==> src/shared/itc_regs.vh <==
`ifndef ITC_REGS_VH
`define ITC_REGS_VH

// ****************************************************************
// register offsets (byte addresses on the register bus)
// ****************************************************************
`define ITC_OFS_CTRL      8'h00
`define ITC_OFS_MASK      8'h04
`define ITC_OFS_CFG       8'h08
`define ITC_OFS_INFO      8'h0c

// ****************************************************************
// control register error flags (sticky, write one to clear)
// ****************************************************************
`define ITC_ERR_BUS       0
`define ITC_ERR_PAR       1
`define ITC_ERR_EXEC      2
`define ITC_ERR_W         3
`define ITC_ERR_RST       3'h0
`define ITC_MASK_RST      3'h0

// ****************************************************************
// configuration register fields
// ****************************************************************
`define ITC_SHIFT_LSB     0
`define ITC_SHIFT_W       4
`define ITC_CNUM_LSB      8
`define ITC_CNUM_W        7
`define ITC_SHIFT_RST     4'h0
`define ITC_CNUM_RST      7'h20

// ****************************************************************
// access decode
// ****************************************************************
`define ITC_SIZE_32       3'h2
`define ITC_SIZE_64       3'h3
`define ITC_INDEX_BASE    7
`define ITC_VIEW_LSB      3
`define ITC_VIEW_W        4
`define ITC_VIEW_EF_SYNC  4'h2
`define ITC_VIEW_EF_TRY   4'h3
`define ITC_VIEW_PV_SYNC  4'h4
`define ITC_VIEW_PV_TRY   4'h5
`define ITC_VIEW_CTRL     4'hf

`endif

==> src/hw/itc_error_check.v <==
// The register addresses and the AHB-Lite slave port are this design's own decisions.
`include "itc_regs.vh"

module itc_error_check #(
  parameter CELL_BITS = 6,
  parameter NCELLS    = 64,
  parameter ADDR_W    = 17
) (
  input  wire              clk,        // system clock
  input  wire              resetn,     // async reset, active low
  // register bus, AHB-Lite slave
  input  wire              hsel,       // slave select
  input  wire [31:0]       haddr,      // byte address
  input  wire [1:0]        htrans,     // transfer type
  input  wire              hwrite,     // write access
  input  wire [2:0]        hsize,      // transfer size
  input  wire [31:0]       hwdata,     // write data
  input  wire              hready,     // bus ready in
  output reg               hreadyout,  // slave ready
  output reg               hresp,      // always okay
  output reg  [31:0]       hrdata,     // read data
  // cell access stream from the array front end
  input  wire              accValid,   // one access this cycle
  input  wire              accWrite,   // store
  input  wire [2:0]        accSize,    // transfer size code
  input  wire [7:0]        accLen,     // beats minus one
  input  wire [ADDR_W-1:0] accAddr,    // physical address
  input  wire [63:0]       accData,    // store data
  input  wire [7:0]        accPar,     // store parity per byte
  input  wire [NCELLS-1:0] cellEmpty,  // empty flag per cell
  input  wire [NCELLS-1:0] cellFull,   // full flag per cell
  input  wire [NCELLS-1:0] cellFifo,   // cell is multi-element
  output reg               rspValid,   // answer to the access
  output reg               rspErr,     // error response
  output reg  [2:0]        rspKind,    // error kinds raised
  output reg  [CELL_BITS-1:0] rspCell, // decoded cell index
  // configuration toward the array
  output reg  [3:0]        cfgShift,   // index shift setting
  output reg  [6:0]        cfgCellNum, // configured cell count
  output reg               irq         // level interrupt
);

  // ****************************************************************
  // register state
  // ****************************************************************
  reg [`ITC_ERR_W-1:0]   errFlags_reg;
  reg [`ITC_ERR_W-1:0]   errFlags_next;
  reg [`ITC_ERR_W-1:0]   mask_reg;
  reg [3:0]              shift_reg;
  reg [6:0]              cellNum_reg;
  reg [CELL_BITS-1:0]    lastCell_reg;
  reg [3:0]              lastView_reg;

  reg                    wrPend_reg;
  reg [7:0]              wrOfs_reg;
  reg                    rdPend_reg;
  reg [7:0]              rdOfs_reg;

  // ****************************************************************
  // access decode
  // ****************************************************************
  wire                   parErr;
  reg  [CELL_BITS-1:0]   cellIdx;
  reg  [CELL_BITS-1:0]   spanMask;
  reg  [ADDR_W-1:0]      shifted;
  reg  [3:0]             view;
  reg                    cellE;
  reg                    cellF;
  reg                    cellQ;
  reg                    badCell;
  reg                    badSize;
  reg                    badExec;
  reg                    isEf;
  reg                    isPv;
  reg  [`ITC_ERR_W-1:0]  errSet;
  wire [CELL_BITS-1:0]   spanBits;

  itc_parity_chk #(
    .BYTES (8)
  ) u_par (
    .data (accData),
    .par  (accPar),
    .err  (parErr)
  );

  // ****************************************************************
  // span mask, one bit per index bit
  // ****************************************************************
  genvar k;
  generate
    for (k = 0; k < CELL_BITS; k = k + 1) begin : g_span
      // bit k is needed while two to the k is below the count
      assign spanBits[k] = ((8'h01 << k) < {1'b0, cellNum_reg});
    end
  endgenerate

  always @* begin
    // span mask is one below the smallest power of two covering the count
    spanMask = spanBits;
    shifted = accAddr >> (`ITC_INDEX_BASE + shift_reg);
    cellIdx = shifted[CELL_BITS-1:0] & spanMask;
    view    = accAddr[`ITC_VIEW_LSB +: `ITC_VIEW_W];
    badCell = ({1'b0, cellIdx} >= cellNum_reg);
    cellE   = cellEmpty[cellIdx];
    cellF   = cellFull[cellIdx];
    cellQ   = cellFifo[cellIdx];
    isEf    = (view == `ITC_VIEW_EF_SYNC) || (view == `ITC_VIEW_EF_TRY);
    isPv    = (view == `ITC_VIEW_PV_SYNC) || (view == `ITC_VIEW_PV_TRY);
  end

  // ****************************************************************
  // error terms, one per rule
  // ****************************************************************
  wire sizeBad       = (accSize != `ITC_SIZE_32) && (accSize != `ITC_SIZE_64);
  wire burstBad      = (accLen != 8'h00);
  wire ctrlMisplaced = (view == `ITC_VIEW_CTRL) && (cellIdx != {CELL_BITS{1'b0}});
  wire execEfSingle  = ~cellQ & isEf & (cellE == cellF);
  wire execPvSingle  = ~cellQ & isPv & (cellE | cellF);
  wire execEfFifo    = cellQ & isEf & cellE & cellF;
  wire execPvFifo    = cellQ & isPv;

  always @* begin
    // only 32 and 64 bit single beats are legal
    badSize = sizeBad | burstBad;
    badExec = 1'b0;
    if (badCell) begin
      badExec = 1'b1;
    end else if (ctrlMisplaced) begin
      badExec = 1'b1;
    end else if (execEfSingle) begin
      badExec = 1'b1;
    end else if (execPvSingle) begin
      badExec = 1'b1;
    end else if (execEfFifo) begin
      badExec = 1'b1;
    end else if (execPvFifo) begin
      badExec = 1'b1;
    end
    errSet = {`ITC_ERR_W{1'b0}};
    if (accValid) begin
      errSet[`ITC_ERR_BUS]  = badSize;
      errSet[`ITC_ERR_PAR]  = accWrite & parErr;
      errSet[`ITC_ERR_EXEC] = badExec;
    end
  end

  // ****************************************************************
  // access response
  // ****************************************************************
  always @(posedge clk or negedge resetn) begin
    if (!resetn) begin
      rspValid     <= 1'b0;
      rspErr       <= 1'b0;
      rspKind      <= 3'h0;
      rspCell      <= {CELL_BITS{1'b0}};
    end else begin
      rspValid <= accValid;
      rspErr   <= |errSet;
      rspKind  <= errSet;
      rspCell  <= accValid ? cellIdx : rspCell;
    end
  end

  // ****************************************************************
  // last error capture
  // ****************************************************************
  always @(posedge clk or negedge resetn) begin
    if (!resetn) begin
      lastCell_reg <= {CELL_BITS{1'b0}};
      lastView_reg <= 4'h0;
    end else begin
      if (|errSet) begin
        lastCell_reg <= cellIdx;
        lastView_reg <= view;
      end
    end
  end

  // ****************************************************************
  // register bus, address phase capture
  // ****************************************************************
  wire busTake = hsel & hready & htrans[1];

  always @(posedge clk or negedge resetn) begin
    if (!resetn) begin
      wrPend_reg <= 1'b0;
      wrOfs_reg  <= 8'h00;
      rdPend_reg <= 1'b0;
      rdOfs_reg  <= 8'h00;
    end else begin
      // writes complete in their data phase, reads add one wait
      wrPend_reg <= busTake & hwrite;
      rdPend_reg <= busTake & ~hwrite;
      if (busTake) begin
        wrOfs_reg <= haddr[7:0];
        rdOfs_reg <= haddr[7:0];
      end
    end
  end

  // ****************************************************************
  // register bus, data phase and read mux
  // ****************************************************************
  reg [31:0] readMux;

  always @* begin
    case (rdOfs_reg)
      `ITC_OFS_CTRL: begin
        readMux = {29'h0, errFlags_reg};
      end
      `ITC_OFS_MASK: begin
        readMux = {29'h0, mask_reg};
      end
      `ITC_OFS_CFG: begin
        readMux = {17'h0, cellNum_reg, 4'h0, shift_reg};
      end
      `ITC_OFS_INFO: begin
        readMux = {{(28-CELL_BITS){1'b0}}, lastCell_reg, lastView_reg};
      end
      default: begin
        readMux = 32'h0000_0000;
      end
    endcase
  end

  always @(posedge clk or negedge resetn) begin
    if (!resetn) begin
      hreadyout <= 1'b1;
      hresp     <= 1'b0;
      hrdata    <= 32'h0000_0000;
    end else begin
      hresp <= 1'b0;
      if (busTake && !hwrite) begin
        hreadyout <= 1'b0;
      end else if (rdPend_reg && !hreadyout) begin
        hreadyout <= 1'b1;
        hrdata    <= readMux;
      end
    end
  end

  // ****************************************************************
  // control, mask and configuration registers
  // ****************************************************************
  wire wrCtrl = wrPend_reg & (wrOfs_reg == `ITC_OFS_CTRL);
  wire wrMask = wrPend_reg & (wrOfs_reg == `ITC_OFS_MASK);
  wire wrCfg  = wrPend_reg & (wrOfs_reg == `ITC_OFS_CFG);

  always @* begin
    errFlags_next = errFlags_reg;
    if (wrCtrl) begin
      errFlags_next = errFlags_next & ~hwdata[`ITC_ERR_W-1:0];
    end
    // a new error wins over a clear in the same cycle
    errFlags_next = errFlags_next | errSet;
  end

  always @(posedge clk or negedge resetn) begin
    if (!resetn) begin
      errFlags_reg <= `ITC_ERR_RST;
      mask_reg     <= `ITC_MASK_RST;
      shift_reg    <= `ITC_SHIFT_RST;
      cellNum_reg  <= `ITC_CNUM_RST;
      cfgShift     <= `ITC_SHIFT_RST;
      cfgCellNum   <= `ITC_CNUM_RST;
      irq          <= 1'b0;
    end else begin
      errFlags_reg <= errFlags_next;
      if (wrMask) begin
        mask_reg <= hwdata[`ITC_ERR_W-1:0];
      end
      if (wrCfg) begin
        shift_reg   <= hwdata[`ITC_SHIFT_LSB +: `ITC_SHIFT_W];
        cellNum_reg <= hwdata[`ITC_CNUM_LSB +: `ITC_CNUM_W];
        cfgShift    <= hwdata[`ITC_SHIFT_LSB +: `ITC_SHIFT_W];
        cfgCellNum  <= hwdata[`ITC_CNUM_LSB +: `ITC_CNUM_W];
      end
      irq <= |(errFlags_next & mask_reg);
    end
  end

endmodule

==> src/hw/itc_parity_chk.v <==
// ****************************************************************
// even parity check, one parity bit per data byte
// ****************************************************************
module itc_parity_chk #(
  parameter BYTES = 8
) (
  input  wire [8*BYTES-1:0] data,   // write data
  input  wire [BYTES-1:0]   par,    // parity bit per byte
  output wire               err     // any byte fails even parity
);

  wire [BYTES-1:0] byteBad;

  genvar b;
  generate
    for (b = 0; b < BYTES; b = b + 1) begin : g_byte
      // byte plus its parity bit must hold an even count of ones
      assign byteBad[b] = ^{data[8*b+7:8*b], par[b]};
    end
  endgenerate

  assign err = |byteBad;

endmodule

==> config.mk <==
export PLATFORM = sky130hd
export DESIGN_NAME = itc_error_check
export DESIGN_NICKNAME = d
export VERILOG_FILES = /design/src/hw/itc_error_check.v /design/src/hw/itc_parity_chk.v
export VERILOG_INCLUDE_DIRS = /design/src /design/src/shared
export SDC_FILE = /design/constraint.sdc
export NUM_CORES = 1
export LEC_CHECK = 0
export BUFFER_PORTS_ARGS = -buffer_cell sky130_fd_sc_hd__buf_2
export CORE_AREA = 2 2 167 169
export CTS_BUF_LIST = sky130_fd_sc_hd__clkbuf_8
export DETAILED_ROUTE_END_ITERATION = 8
export DIE_AREA = 0 0 169 171
export GPL_TIMING_DRIVEN = 1
export PLACE_DENSITY = 0.54
export SKIP_LAST_GASP = 1
export SYNTH_ARGS = -nofsm -noshare
export SYNTH_HDL_FRONTEND = slang
export SYNTH_SLANG_ARGS = --single-unit
export TNS_END_PERCENT = 50
==> constraint.sdc <==
create_clock -name clk -period 8.4 [get_ports clk]
set_input_delay 0.42 -clock clk [delete_from_list [all_inputs] [get_ports clk]]
set_output_delay 0.42 -clock clk [all_outputs]
set_load 0.02 [all_outputs]
==> out/metrics.csv <==
stage,metric,value,unit
sta,period_share,70.8,%
clock_network,post_cts_buffers,0,
sta,max_slew.worst_pin.slew,1070,ps
drt,number_of_vias_per_cell,4.71,
sta,max_slew_margin_vs_limit,28.6,%
synthesis,syn_avg_cell_area,9.15,um^2
sta,timing_hold_violations_final,0,
min_path,hold_path_class,primary input to async pin,
run,cap_viol_max_count,0,
sta,timing.fmax,168,MHz
placement,port-buffer-count,353,
final_layout,fin_nets,1366,
drt,drt_pass1_iterations,6,
drt,number_of_design_rule_violations_left_by_the_first_detailed_router_iteration,325,
final_layout,multiInputGateArea,0.00402,mm^2
pwr,power_switching_share,36.8,%
synthesis,synth-edff-count,0,
global_routing,grt_antenna_before_repair,1,
worst_setup_path,crit_chain,"mux2i_1, a221o_1, o21ba_1, nor2_8, inv_4, mux4_2, a22o_1, o311ai_2, o211ai_1, inv_1, ha_1, inv_1, a41oi_1, o311ai_1, o31a_1, mux2_2",
final_layout,antennaDiodeCount,0,
worst_setup_path,timing.critical_path.arrival,6180,ps
pwr,static-leakage-power,4.10,nW
status,status,"finished, final reports clean",
sta,final.setup_skew,7.73,ps
pwr,clockPowerShare,25.1,%
synthesis,synth.cell_area,0.00603,mm^2
drt,route.detailed.wl_per_inst,18.0,um
floorplanning,floorplan.initialDensity,22.1,%
synthesis,yosys_warns,0,
sta,min_period,5950,ps
synthesis,yosys.cell_count.top_type,sky130_fd_sc_hd__nand2_1,
synthesis,synth_area_leaders,"sky130_fd_sc_hd__dfrtp_1, sky130_fd_sc_hd__mux2i_1, sky130_fd_sc_hd__xnor2_1",
worst_setup_path,critical-path-top-cell-by-count,sky130_fd_sc_hd__inv_1,
pwr,post_layout_total_power,0.00120,W
pwr,total_switching_power,0.000442,W
floorplanning,die_area,0.0289,mm^2
drt,drt.antenna.violating_nets,0,
drt,routed_wirelength,24.2,mm
floorplanning,fp.dieH,171,um
synthesis,synthArstFlopShare,100,%
final_layout,drive_above_1_share,44.8,%
sta,finalSetupViolCount,0,
clock_network,htree_levels,3,
synthesis,synthesized_flop_and_latch_total,65,
drt,dr_total_vias,6323,
global_routing,grt_pass1_wl,35.4,mm
final_layout,seq_area,0.00163,mm^2
final_layout,layout.filler_cells,2965,
synthesis,sequential_share_of_the_synthesized_area,27.0,%
worst_setup_path,cp-end-kind,flop,
pwr,design_internal_power,0.000760,W
global_routing,number_of_global_route_vias_before_repair,6254,
clock_network,ctsResizeCount,0,
clock_network,postCtsHoldBufs,0,
synthesis,synth_top_cell_area_share,26.1,%
worst_setup_path,rrSetupSlack,2450,ps
clock_network,tritoncts.num_buffers,9,
global_routing,gr-total-overflow,0,
clock_network,clk_pin_slew_worst_paths,70,ps
final_layout,syn_to_final_growth,36.6,%
sta,setup_total_negative_slack,0,ps
floorplanning,design.portCount,425,
sta,unrepaired_setup_endpoints_after_global_routing,no,
floorplanning,floorplan.rows,61,
pwr,vdd_ir_drop_max,86.2,uV
placement,detailed_place_hpwl,19.8,mm
floorplanning,core-area,0.0273,mm^2
pwr,powerDensity,146,mW/mm^2
clock_network,tritoncts_clock_tree,yes,
worst_setup_path,cp_max_fo,37,
clock_network,cts_sinks,65,
worst_setup_path,critPathMaxStageDelay,850,ps
worst_setup_path,critPathSlowestCell,sky130_fd_sc_hd__dfrtp_1,
clock_network,clk_latency,350,ps
drt,drt_drc_violations_left,0,
clock_network,cts.path.max_buffers,2,
worst_setup_path,worstPathRequired,8640,ps
global_routing,grtUsageTotal,16.0,%
synthesis,yosys.cell_types.count,76,
pwr,p_comb_share,43.4,%
worst_setup_path,criticalPathCategory,flop to flop,
placement,placer_s_final_routability_congestion_estimate,0.802,
synthesis,netlist_instances,659,
global_routing,grt_max_degree,66,
synthesis,synthTopCellsByCount,"sky130_fd_sc_hd__nand2_1, sky130_fd_sc_hd__mux2i_1, sky130_fd_sc_hd__dfrtp_1",
floorplanning,die_w,169,um
clock_network,clock-root-buffer,sky130_fd_sc_hd__clkbuf_8,
sta,timing.final.max_slew_violations,0,
final_layout,largest_register_ff_count,15,
synthesis,synth_area_leader_cell,sky130_fd_sc_hd__dfrtp_1,
synthesis,synthFlopType,sky130_fd_sc_hd__dfrtp_1,
pwr,seqPwrFrac,31.5,%
worst_setup_path,critical_path.startpoint_type,flop,
## final timing paths
check | endpoint | from | cells after the start
max in group asynchronous | lastCell_reg[0] | resetn | 2
worst min register to register | hrdata[3] | hrdata[3] | 2
min in group clk | cfgCellNum[4] | hwdata[12] | 3
worst max-delay path | lastCell_reg[2] | shift_reg[1] | 16
worst min-delay path | hrdata[10] | resetn | 2
worst max register to register | lastCell_reg[2] | shift_reg[1] | 16
## final cells by class
type | count | area share (%)
clock buffers | 10 | 1.67
clock inverters | 6 | 1.09
inverters | 25 | 1.17
multi-input cells | 529 | 48.8
flip-flops and latches | 65 | 19.8
well taps | 346 | 5.26
repair buffers | 361 | 22.2
## power by group through the flow
stage / Sequential [W] / Clock, W / Combinational (W)
global placement: 0.000383 / 0 / 0.000524
finish: 0.000378 / 0.000302 / 0.000522
floorplan: 0.000380 / 0 / 0.000337
global route: 0.000383 / 0.000328 / 0.000571
CTS: 0.000378 / 0.000313 / 0.000529
detailed placement: 0.000383 / 0 / 0.000527
## logic make-up (layout without fill, tap and decap cells)
logic type / after synthesis / after routing / synth area share [%]
AND/OR/NAND/NOR: 192 / 192 / 15.5
buffers and inverters: 82 / 402 / 7.41
XOR/XNOR: 64 / 64 / 9.30
flip-flops: 65 / 65 / 27.0
AO/OA/AOI/OAI: 132 / 132 / 16.5
adder cells (fa/ha/maj): 7 / 7 / 1.45
multiplexers: 116 / 116 / 22.7
other: 1 / 18 / 0.0622
## cell usage in the layout (no fill, tap or decap), drive strengths merged, types with 18 or more instances in the layout
cell / count
xnor2: 56
nor2: 25
conb: 18
o21ai: 22
dfrtp: 63
mux2i: 67
buf: 361
nand2: 87
mux2: 39
nand3: 26
a21oi: 19
inv: 26
## worst max-delay path: cells and delay by family (launching register included)
kind	cells	cell delay (ps)
compound gates	8	2470
mux	3	1120
simple gates	1	600
fa+ha+maj	1	260
buf+inv	3	500
flops	1	850
## metal layers
metal	part of all wire (%)	routed length [um]	vias to the layer above	global-route usage (%)
met4	2.8	672	2	5.65
met2	50	12100	231	28.2
li1	-	-	3064	-
met3	6.1	1480	36	3.93
met5	0.050	12	-	0
met1	41	9940	2990	19.0
## stage by stage
step	hold slack, ps	setup slack [ps]	area [um^2]	std cells	util, %
5_1_grt	255	2070	8240	1342	30.1
3_3_place_gp	463	2350	8010	1326	29.3
4_1_cts	245	2360	8240	1342	30.1
3_5_place_dp	466	2370	8010	1326	29.3
2_1_floorplan	124	4100	6090	676	-
6_report	245	2450	8240	1342	30.1
Note: power is estimated with default switching activity, not from simulation.
